<file path="src/sas_pkg.sv">
// ****************************************************************
// Shared constants for the converter sequencer
// ****************************************************************
package sas_pkg;

	// Timing: clock rate, conversion and sampling times
	localparam int CLK_MHZ        = 25;
	localparam int CONV_TIME_NS   = 12750;
	localparam int SAMPLE_TIME_NS = 7300;
	localparam int SAMPLE_CYCLES  = SAMPLE_TIME_NS * CLK_MHZ / 1000;
	localparam int BIT_CYCLES     = (CONV_TIME_NS - SAMPLE_TIME_NS) * CLK_MHZ / 1000 / 10;
	localparam int SAMPLE_TICKS   = SAMPLE_CYCLES / BIT_CYCLES;

	// Converter geometry
	localparam int RES_BITS   = 10;
	localparam int MAX_CH     = 4;
	localparam int DEF_NUM_CH = 4;
	localparam int ADDR_W     = 18;

	// Register indices (byte address is four times the index)
	localparam logic [15:0] CH0_RESULT_LOW_IDX  = 16'hF2D0;
	localparam logic [15:0] CH0_RESULT_HIGH_IDX = 16'hF2D1;
	localparam logic [15:0] CH1_RESULT_LOW_IDX  = 16'hF2D2;
	localparam logic [15:0] CH1_RESULT_HIGH_IDX = 16'hF2D3;
	localparam logic [15:0] CH2_RESULT_LOW_IDX  = 16'hF2D4;
	localparam logic [15:0] CH2_RESULT_HIGH_IDX = 16'hF2D5;
	localparam logic [15:0] CH3_RESULT_LOW_IDX  = 16'hF2D6;
	localparam logic [15:0] CH3_RESULT_HIGH_IDX = 16'hF2D7;
	localparam logic [15:0] SCAN_MODE_CTRL_IDX  = 16'hF2F0;
	localparam logic [15:0] RUN_CTRL_IDX        = 16'hF2F1;
	localparam logic [15:0] CHANNEL_SELECT_IDX  = 16'hF2F2;
	localparam logic [15:0] BLOCK_CONTROL_4_IDX = 16'hF2F8;
	localparam logic [15:0] RESULT_PAIR_STRIDE  = 16'h0002;

	// Field positions
	localparam int CONT_SCAN_BIT  = 0;
	localparam int RUN_BIT        = 0;
	localparam int BLK_DIS_BIT    = 0;
	localparam int LOW_BYTE_SHIFT = 6;

	// Reset values
	localparam logic [7:0]          CTRL_RST   = 8'h00;
	localparam logic [RES_BITS-1:0] RESULT_RST = 10'h000;

	// Sequencer and approximation engine states
	typedef enum logic [0:0] {
		SEQ_IDLE = 1'b0,
		SEQ_BUSY = 1'b1
	} sas_seq_state_t;

	typedef enum logic [1:0] {
		SAR_IDLE    = 2'b00,
		SAR_SAMPLE  = 2'b01,
		SAR_CONVERT = 2'b10
	} sas_sar_state_t;

endpackage : sas_pkg

</file>
<file path="src/sas_sar_engine.sv">
`timescale 1ns/10ps
// ****************************************************************
// Sample phase and ten-step approximation of one channel
// ****************************************************************
module sas_sar_engine #(
	parameter int SAMPLE_TICKS = sas_pkg::SAMPLE_TICKS
) (
	input  wire logic                         clk_i,
	input  wire logic                         rst_n_i,
	input  wire logic                         start_i,
	input  wire logic                         abort_i,
	input  wire logic                         tick_i,
	input  wire logic                         comp_i,
	output logic                              busy_o,
	output logic                              done_o,
	output logic                              sample_o,
	output logic [sas_pkg::RES_BITS-1:0]      result_o,
	output logic [sas_pkg::RES_BITS-1:0]      dac_code_o
);
	localparam int SW = (SAMPLE_TICKS > 1) ? $clog2(SAMPLE_TICKS) : 1;

	sas_pkg::sas_sar_state_t     state_reg;
	logic [SW-1:0]               smp_cnt_reg;
	logic [3:0]                  bit_reg;
	logic [sas_pkg::RES_BITS-1:0] judged;

	// Keep the trial bit when the input is at or above the trial level
	always_comb begin
		judged = comp_i ? dac_code_o : (dac_code_o & ~(10'h001 << bit_reg));
	end

	// Busy while sampling or converting; sample level is a flop
	assign busy_o   = (state_reg != sas_pkg::SAR_IDLE);

	always_ff @(posedge clk_i) begin
		if (!rst_n_i || abort_i) begin
			state_reg   <= sas_pkg::SAR_IDLE;
			smp_cnt_reg <= '0;
			bit_reg     <= 4'h0;
			dac_code_o  <= sas_pkg::RESULT_RST;
			done_o      <= 1'b0;
			result_o    <= sas_pkg::RESULT_RST;
			sample_o    <= 1'b0;
		end else begin
			done_o <= 1'b0;
			case (state_reg)
				sas_pkg::SAR_IDLE: begin
					if (start_i) begin
						state_reg   <= sas_pkg::SAR_SAMPLE;
						sample_o    <= 1'b1;
						smp_cnt_reg <= '0;
						dac_code_o  <= sas_pkg::RESULT_RST;
					end
				end
				sas_pkg::SAR_SAMPLE: begin
					if (tick_i) begin
						if (smp_cnt_reg == SW'(SAMPLE_TICKS - 1)) begin
							state_reg  <= sas_pkg::SAR_CONVERT;
							sample_o   <= 1'b0;
							bit_reg    <= 4'h9;
							dac_code_o <= 10'h200;
						end else begin
							smp_cnt_reg <= smp_cnt_reg + 1'b1;
						end
					end
				end
				sas_pkg::SAR_CONVERT: begin
					if (tick_i) begin
						if (bit_reg == 4'h0) begin
							result_o   <= judged;
							dac_code_o <= judged;
							done_o     <= 1'b1;
							state_reg  <= sas_pkg::SAR_IDLE;
						end else begin
							bit_reg    <= bit_reg - 1'b1;
							dac_code_o <= judged | (10'h001 << (bit_reg - 1'b1));
						end
					end
				end
				default: begin
					state_reg <= sas_pkg::SAR_IDLE;
					sample_o  <= 1'b0;
				end
			endcase
		end
	end
endmodule : sas_sar_engine

</file>
<file path="src/sas_sequencer.sv">
// Local design decision: the APB register port.
`timescale 1ns/10ps
// ****************************************************************
// Multi-channel successive-approximation converter sequencer
// ****************************************************************
module sas_sequencer #(
	parameter int NUM_CH = sas_pkg::DEF_NUM_CH
) (
	input  wire logic                          SYS_CLK_I,
	input  wire logic                          RST_N_I,
	input  wire logic                          PSEL_I,
	input  wire logic                          PENABLE_I,
	input  wire logic                          PWRITE_I,
	input  wire logic [sas_pkg::ADDR_W-1:0]    PADDR_I,
	input  wire logic [31:0]                   PWDATA_I,
	input  wire logic [3:0]                    PSTRB_I,
	output logic      [31:0]                   PRDATA_O,
	output logic                               PREADY_O,
	output logic                               PSLVERR_O,
	input  wire logic                          HS_CLK_EN_I,
	input  wire logic                          COMP_I,
	output logic                               SAMPLE_O,
	output logic      [sas_pkg::RES_BITS-1:0]  DAC_CODE_O,
	output logic      [1:0]                    CHAN_SEL_O,
	output logic                               CONV_END_IRQ_O
);
	// ****************************************************************
	// Helper functions
	// ****************************************************************

	// Lowest set bit of a channel mask, found flag on top
	function automatic logic [2:0] sas_first_set(input logic [3:0] mask);
		logic [2:0] res;
		res = 3'h0;
		for (int i = sas_pkg::MAX_CH - 1; i >= 0; i--) begin
			if (mask[i]) begin
				res = {1'b1, 2'(i)};
			end
		end
		return res;
	endfunction : sas_first_set

	// Register index of a channel's low result byte
	function automatic logic [15:0] sas_low_idx(input int ch);
		return 16'(sas_pkg::CH0_RESULT_LOW_IDX + sas_pkg::RESULT_PAIR_STRIDE * 16'(ch));
	endfunction : sas_low_idx

	// Select bits that exist in this build
	localparam logic [3:0] CH_MASK = 4'((1 << NUM_CH) - 1);

	// ****************************************************************
	// Declarations
	// ****************************************************************
	logic                          comp_s1_reg;
	logic                          comp_s2_reg;
	logic                          hs_s1_reg;
	logic                          hs_s2_reg;
	logic                          blk_disable_reg;
	logic                          blk_rst;
	logic                          scan_mode_reg;
	logic                          run_reg;
	logic [3:0]                    chan_sel_reg;
	logic [3:0]                    latched_sel_reg;
	logic [1:0]                    cur_ch_reg;
	logic                          start_reg;
	logic [sas_pkg::RES_BITS-1:0]  result_reg [sas_pkg::MAX_CH];
	sas_pkg::sas_seq_state_t       state_reg;
	logic [15:0]                   idx;
	logic                          addr_hit;
	logic                          addr_ro;
	logic [31:0]                   rd_data;
	logic                          acc_err;
	logic                          wr_fire;
	logic                          run_wr;
	logic                          run_wr_val;
	logic                          stop_now;
	logic [2:0]                    first_pick;
	logic [2:0]                    next_pick;
	logic                          sar_busy;
	logic                          sar_done;
	logic [sas_pkg::RES_BITS-1:0]  sar_result;
	logic                          tick;

	// ****************************************************************
	// Input synchronisers
	// ****************************************************************

	// Comparator and clock-enable pins, two flops each
	always_ff @(posedge SYS_CLK_I) begin
		if (!RST_N_I) begin
			comp_s1_reg <= 1'b0;
			comp_s2_reg <= 1'b0;
			hs_s1_reg   <= 1'b0;
			hs_s2_reg   <= 1'b0;
		end else begin
			comp_s1_reg <= COMP_I;
			comp_s2_reg <= comp_s1_reg;
			hs_s1_reg   <= HS_CLK_EN_I;
			hs_s2_reg   <= hs_s1_reg;
		end
	end

	assign blk_rst = !RST_N_I || blk_disable_reg;

	// ****************************************************************
	// APB slave
	// ****************************************************************
	// Word index, low two address bits checked for alignment
	assign idx = PADDR_I[sas_pkg::ADDR_W-1:2];

	// Read mux and address decode
	always_comb begin
		rd_data  = 32'h0000_0000;
		addr_hit = 1'b0;
		addr_ro  = 1'b0;
		for (int c = 0; c < NUM_CH; c++) begin
			// low byte, pair readable as 16 bits
			if (idx == sas_low_idx(c)) begin
				addr_hit = 1'b1;
				addr_ro  = 1'b1;
				rd_data  = {16'h0000, result_reg[c][9:2], result_reg[c][1:0], 6'h00};
			end
			if (idx == 16'(sas_low_idx(c) + 16'h0001)) begin
				addr_hit = 1'b1;
				addr_ro  = 1'b1;
				rd_data  = {24'h000000, result_reg[c][9:2]};
			end
		end
		case (idx)
			sas_pkg::SCAN_MODE_CTRL_IDX: begin
				addr_hit = 1'b1;
				rd_data  = {16'h0000, 7'h00, run_reg, 7'h00, scan_mode_reg};
			end
			sas_pkg::RUN_CTRL_IDX: begin
				addr_hit = 1'b1;
				rd_data  = {24'h000000, 7'h00, run_reg};
			end
			sas_pkg::CHANNEL_SELECT_IDX: begin
				addr_hit = 1'b1;
				rd_data  = {24'h000000, 4'h0, chan_sel_reg};
			end
			sas_pkg::BLOCK_CONTROL_4_IDX: begin
				addr_hit = 1'b1;
				rd_data  = {24'h000000, 7'h00, blk_disable_reg};
			end
			default: begin
				// Unmapped index reads zero
			end
		endcase
	end

	// Unmapped, misaligned, or write to read-only word
	assign acc_err = !addr_hit || (PADDR_I[1:0] != 2'b00) || (PWRITE_I && addr_ro);

	// Write commits at the edge where ready is seen high
	assign wr_fire = PSEL_I && PENABLE_I && PREADY_O && PWRITE_I && !acc_err;

	// One wait state, then ready with registered data
	always_ff @(posedge SYS_CLK_I) begin
		if (!RST_N_I) begin
			PREADY_O  <= 1'b0;
			PRDATA_O  <= 32'h0000_0000;
			PSLVERR_O <= 1'b0;
		end else begin
			PREADY_O  <= PSEL_I && PENABLE_I && !PREADY_O;
			PSLVERR_O <= PSEL_I && PENABLE_I && !PREADY_O && acc_err;
			if (PSEL_I && PENABLE_I && !PREADY_O && !PWRITE_I && !acc_err) begin
				PRDATA_O <= rd_data;
			end else begin
				PRDATA_O <= 32'h0000_0000;
			end
		end
	end

	// ****************************************************************
	// Control registers
	// ****************************************************************

	// Block disable, reset only by the system reset
	always_ff @(posedge SYS_CLK_I) begin
		if (!RST_N_I) begin
			blk_disable_reg <= 1'b0;
		end else if (wr_fire && idx == sas_pkg::BLOCK_CONTROL_4_IDX && PSTRB_I[0]) begin
			blk_disable_reg <= PWDATA_I[sas_pkg::BLK_DIS_BIT];
		end
	end

	// scan mode and channel select, zero reset
	always_ff @(posedge SYS_CLK_I) begin
		if (blk_rst) begin
			scan_mode_reg <= sas_pkg::CTRL_RST[0];
			chan_sel_reg  <= sas_pkg::CTRL_RST[3:0];
		end else if (wr_fire && PSTRB_I[0]) begin
			if (idx == sas_pkg::SCAN_MODE_CTRL_IDX) begin
				scan_mode_reg <= PWDATA_I[sas_pkg::CONT_SCAN_BIT];
			end
			if (idx == sas_pkg::CHANNEL_SELECT_IDX) begin
				chan_sel_reg <= PWDATA_I[3:0] & CH_MASK;
			end
		end
	end

	// Run bit written by byte or by 16-bit control access
	assign run_wr = wr_fire && ((idx == sas_pkg::RUN_CTRL_IDX && PSTRB_I[0])
		|| (idx == sas_pkg::SCAN_MODE_CTRL_IDX && PSTRB_I[1]));
	assign run_wr_val = (idx == sas_pkg::RUN_CTRL_IDX) ? PWDATA_I[sas_pkg::RUN_BIT]
		: PWDATA_I[8 + sas_pkg::RUN_BIT];
	assign stop_now = run_wr && !run_wr_val;

	// ****************************************************************
	// Channel sequencing
	// ****************************************************************

	// lowest channel first, next one above current
	assign first_pick = sas_first_set(chan_sel_reg);
	assign next_pick  = sas_first_set(latched_sel_reg & (4'hE << cur_ch_reg));

	// Scan state, run bit, latched selection
	always_ff @(posedge SYS_CLK_I) begin
		if (blk_rst) begin
			state_reg       <= sas_pkg::SEQ_IDLE;
			run_reg         <= 1'b0;
			latched_sel_reg <= 4'h0;
			cur_ch_reg      <= 2'h0;
			start_reg       <= 1'b0;
			CONV_END_IRQ_O  <= 1'b0;
		end else begin
			// Strobes default low, raised for one cycle
			start_reg      <= 1'b0;
			CONV_END_IRQ_O <= 1'b0;
			if (stop_now) begin
				// stop aborts and returns to idle
				run_reg   <= 1'b0;
				state_reg <= sas_pkg::SEQ_IDLE;
			end else if (run_wr && state_reg == sas_pkg::SEQ_IDLE) begin
				// start refused without a selected channel
				if (first_pick[2]) begin
					run_reg         <= 1'b1;
					latched_sel_reg <= chan_sel_reg;
					cur_ch_reg      <= first_pick[1:0];
					start_reg       <= 1'b1;
					state_reg       <= sas_pkg::SEQ_BUSY;
				end
			end else if (state_reg == sas_pkg::SEQ_BUSY && sar_done) begin
				if (next_pick[2]) begin
					cur_ch_reg <= next_pick[1:0];
					start_reg  <= 1'b1;
				end else begin
					CONV_END_IRQ_O <= 1'b1;
					if (scan_mode_reg && first_pick[2]) begin
						latched_sel_reg <= chan_sel_reg;
						cur_ch_reg      <= first_pick[1:0];
						start_reg       <= 1'b1;
					end else begin
						run_reg   <= 1'b0;
						state_reg <= sas_pkg::SEQ_IDLE;
					end
				end
			end
		end
	end

	// ****************************************************************
	// Result storage
	// ****************************************************************

	// only the finished channel is written
	always_ff @(posedge SYS_CLK_I) begin
		if (blk_rst) begin
			for (int c = 0; c < sas_pkg::MAX_CH; c++) begin
				result_reg[c] <= sas_pkg::RESULT_RST;
			end
		end else if (state_reg == sas_pkg::SEQ_BUSY && sar_done && !stop_now) begin
			result_reg[cur_ch_reg] <= sar_result;
		end
	end

	// Analog mux select follows the channel in conversion
	assign CHAN_SEL_O = cur_ch_reg;

	// ****************************************************************
	// Conversion engine and step timing
	// ****************************************************************

	// steps only while high-speed clock runs
	sas_tick_div #(
		.DIV (sas_pkg::BIT_CYCLES)
	) u_tick (
		.clk_i   (SYS_CLK_I),
		.rst_n_i (!blk_rst),
		.en_i    (sar_busy && hs_s2_reg),
		.tick_o  (tick)
	);

	sas_sar_engine #(
		.SAMPLE_TICKS (sas_pkg::SAMPLE_TICKS)
	) u_sar (
		.clk_i      (SYS_CLK_I),
		.rst_n_i    (!blk_rst),
		.start_i    (start_reg),
		.abort_i    (stop_now),
		.tick_i     (tick),
		.comp_i     (comp_s2_reg),
		.busy_o     (sar_busy),
		.done_o     (sar_done),
		.sample_o   (SAMPLE_O),
		.result_o   (sar_result),
		.dac_code_o (DAC_CODE_O)
	);

endmodule : sas_sequencer

</file>
<file path="src/sas_tick_div.sv">
`timescale 1ns/10ps
// ****************************************************************
// Bit-step enable divider
// ****************************************************************
module sas_tick_div #(
	parameter int DIV = sas_pkg::BIT_CYCLES
) (
	input  wire logic clk_i,
	input  wire logic rst_n_i,
	input  wire logic en_i,
	output logic      tick_o
);
	localparam int CW = (DIV > 1) ? $clog2(DIV) : 1;

	logic [CW-1:0] cnt_reg;

	// Count while enabled, one-cycle pulse every DIV cycles
	always_ff @(posedge clk_i) begin
		if (!rst_n_i || !en_i) begin
			cnt_reg <= '0;
			tick_o  <= 1'b0;
		end else if (cnt_reg == CW'(DIV - 1)) begin
			cnt_reg <= '0;
			tick_o  <= 1'b1;
		end else begin
			cnt_reg <= cnt_reg + 1'b1;
			tick_o  <= 1'b0;
		end
	end
endmodule : sas_tick_div
</file>
<file path="config.mk">
export PLATFORM = sky130hd
export DESIGN_NAME = sas_sequencer
export DESIGN_NICKNAME = d
export VERILOG_FILES = /design/src/sas_pkg.sv /design/src/sas_sar_engine.sv /design/src/sas_sequencer.sv /design/src/sas_tick_div.sv
export SDC_FILE = /design/constraint.sdc
export NUM_CORES = 1
export LEC_CHECK = 0
export BUFFER_PORTS_ARGS = -buffer_cell sky130_fd_sc_hd__clkbuf_2
export CAP_MARGIN = 15
export CORE_MARGIN = 4
export CORE_UTILIZATION = 50
export CTS_CLUSTER_DIAMETER = 40
export DETAILED_ROUTE_END_ITERATION = 8
export PLACE_DENSITY = 0.76
export SETUP_SLACK_MARGIN = 0.15
export SKIP_CTS_REPAIR_TIMING = 1
export SYNTH_ARGS = -nofsm -noshare
export SYNTH_HDL_FRONTEND = slang
export SYNTH_SLANG_ARGS = --single-unit
export TNS_END_PERCENT = 100
</file>
<file path="constraint.sdc">
create_clock -name SYS_CLK_I -period 2.7 [get_ports SYS_CLK_I]
set_input_delay 0.135 -clock SYS_CLK_I [delete_from_list [all_inputs] [get_ports SYS_CLK_I]]
set_output_delay 0.135 -clock SYS_CLK_I [all_outputs]
set_load 0.01 [all_outputs]
</file>
==> results.cfg <==
[sta]
setup_viol = 0
fin_setup_tns_ns = 0
finClkSkew_ns = 0.007149
hold_ws_ns = 0.1088
tightest_slew_ns = 0.8635
rsz0062_at_grt = false
fin_crit_sh_pct = 83.85
hold_viol = 0
slew_headroom_pct = 42.09
fmax_mhz = 441.7
finalWorstSetupSlack_ns = 0.4359
drv_slew = 0
finalCriticalPeriod_ns = 2.264

[final_layout]
drive_gt1_share_pct = 18.59
final_util_pct = 61.15
largest_register_ffs = 40
diodes = 0
area_growth_pct = 18.77
n_fill_cell = 942
nets = 758
postLayoutCellArea_um2 = 6658

[detailed_routing]
firstDrtPassIters = 6
drtIter0Drc = 313
vias = 4557
drc_errors = 0
ant_nets = 0
wl_met1_mm = 5.493
maxUsedRoutingLayer = met4
vias_per_cell = 5.464
route.detailed.wl_per_inst_um = 15.47
wl_met3_um = 908
routed_wl_mm = 12.90
dr_wl_met2_mm = 6.189

[critical_path]
crit_path_end_kind = register
cp.arrival_ns = 2.72
worstSetupStartpointType = register
path_max_fanout = 12
critical_path_class = register to register
r2r_cells = 8
worstPathRequired_ns = 3.15

[synthesis]
synth_most_common_cell = nor2_1
ys_top_cells_by_area = dfxtp_1, edfxtp_1, nor2_1
ys_warn_count = 0
synth_flop_cell = dfxtp_1
netlist_top_cells_count = nor2_1, dfxtp_1, nand2_1
syn_area_um2 = 5605
synth-seq-cells = 113
yosys.area.top_type_share_pct = 26.07
yosysSeqAreaShare_pct = 47.50
yosysUniqueCellTypes = 67
syn_area_per_cell_um2 = 9.342
ys_async_sr_fraction_pct = 0
syn_inst = 600
synth_top_area_cell = dfxtp_1
synth_edf_count = 40

[global_routing]
grt_pass1_wl_mm = 20.84
track_usage_pct = 20.11
grt_overflow = 0
grt_max_degree = 22
antenna_found_initial = 0
grt_pass1_vias = 4376

[power_and_ir_drop]
power.switching_uw = 895.1
p_leak_uw = 0.002630
switching_share_pct = 22.23
combinationalPowerShare_pct = 6.4
pwr-share-clk_pct = 48.1
power.internal_uw = 3132
p_per_area_nw_per_um2 = 604.9
p_seq_share_pct = 45.5
irDropWorstVdd_mv = 0.3740

[place]
place.gp.congestion = 0.8958
port-buffer-count = 63
dp_hpwl_mm = 9.556
dp_worst_setup_slack_ns = 0.1514
postPlaceCellArea_um2 = 6046

[clock_network]
cts_root_buf = clkbuf_8
clockBufferDepth = 2
numCtsBuffers = 17
h-tree-depth = 4
cts_tree = done
insertion_delay_ns = 0.52
clk_pin_slew_ns = 0.05
clock_sinks = 113

[die]
ios = 109
die_area_um2 = 12970
coreArea_um2 = 10890
initial_core_util_pct = 51.48
die_w_um = 113.9
die_height_um = 113.9
row_count = 38

[hold_path]
hold-path-cell-count = 5
worstHoldPathType = input port to register

[run]
max-cap-violations = 0

[run_status]
status = complete, no violations
## logic make-up (layout without fill, tap and decap cells)
| group | Yosys count | after routing | share of synthesized area (%) |
|---|---|---|---|
| AND/OR/NAND/NOR | 275 | 275 | 25.27 |
| XOR/XNOR | 4 | 4 | 0.6251 |
| buffers and inverters | 63 | 142 | 5.670 |
| AO/OA/AOI/OAI | 113 | 113 | 14.33 |
| multiplexers | 15 | 15 | 2.991 |
| other | 1 | 16 | 0.06690 |
| flip-flops | 113 | 113 | 47.50 |
| adder cells (fa/ha/maj) | 16 | 16 | 3.549 |
## power by group through the flow
stage	clock network, uW	registers (uW)	logic [uW]
3_3_place_gp	0	1860	233
3_5_place_dp	0	1870	240
6_report	1940	1830	256
4_1_cts	1970	1830	243
2_1_floorplan	0	1860	181
5_1_grt	2050	1840	282
## critical path: stages (launching register included)
cell and delay (ns):
dfxtp_1 0.38, inv_1 0.08, ha_1 0.27, nand2_1 0.16, o211ai_1 0.11, or2_2 0.40
nor2_1 0.52, a22oi_1 0.14, nor2_1 0.13
## layout make-up
type	instances	area (um^2)	share of cell area [%]
Multi-Input combinational cell	439	2686	40.35
Sequential cell	113	2663	39.99
Timing Repair Buffer	90	543.0	8.156
Clock buffer	24	450.4	6.766
Tap cell	140	175.2	2.631
Inverter	21	78.83	1.184
Clock inverter	7	61.31	0.9209
## final timing paths
kind | startpoint | end | slack, ns
worst max-delay path | u_sar.state_reg[1] | u_sar.dac_code_o[3] | 0.44
worst min-delay path | PADDR_I[12] | PRDATA_O[8] | 0.11
worst max register to register | u_sar.state_reg[1] | u_sar.dac_code_o[3] | 0.44
worst min register to register | hs_s1_reg | hs_s2_reg | 0.43
## through the flow
stage	total power, uW	std cells
3_3_place_gp	2095	793
6_report	4027	834
4_1_cts	4041	824
3_5_place_dp	2106	793
5_1_grt	4166	834
2_1_floorplan	2037	615
## cell usage in the layout, fill, tap and decap left out, types with 18 or more instances in the layout
cell / synthesis / final
inv_1: 21 / 21
and2_1: 37 / 37
o21ai_0: 18 / 18
nor2_1: 86 / 86
edfxtp_1: 40 / 40
dfxtp_1: 73 / 73
nand2_1: 55 / 55
a21oi_1: 28 / 28
clkbuf_2: 1 / 63
## per-layer routing
layer	vias to the layer above	track usage, %
met3	28	5.305
met2	160	33.10
met4	0	9.026
li1	2276	-
met5	-	0
met1	2093	24.85
No activity file was read; power rests on OpenSTA's default activity.
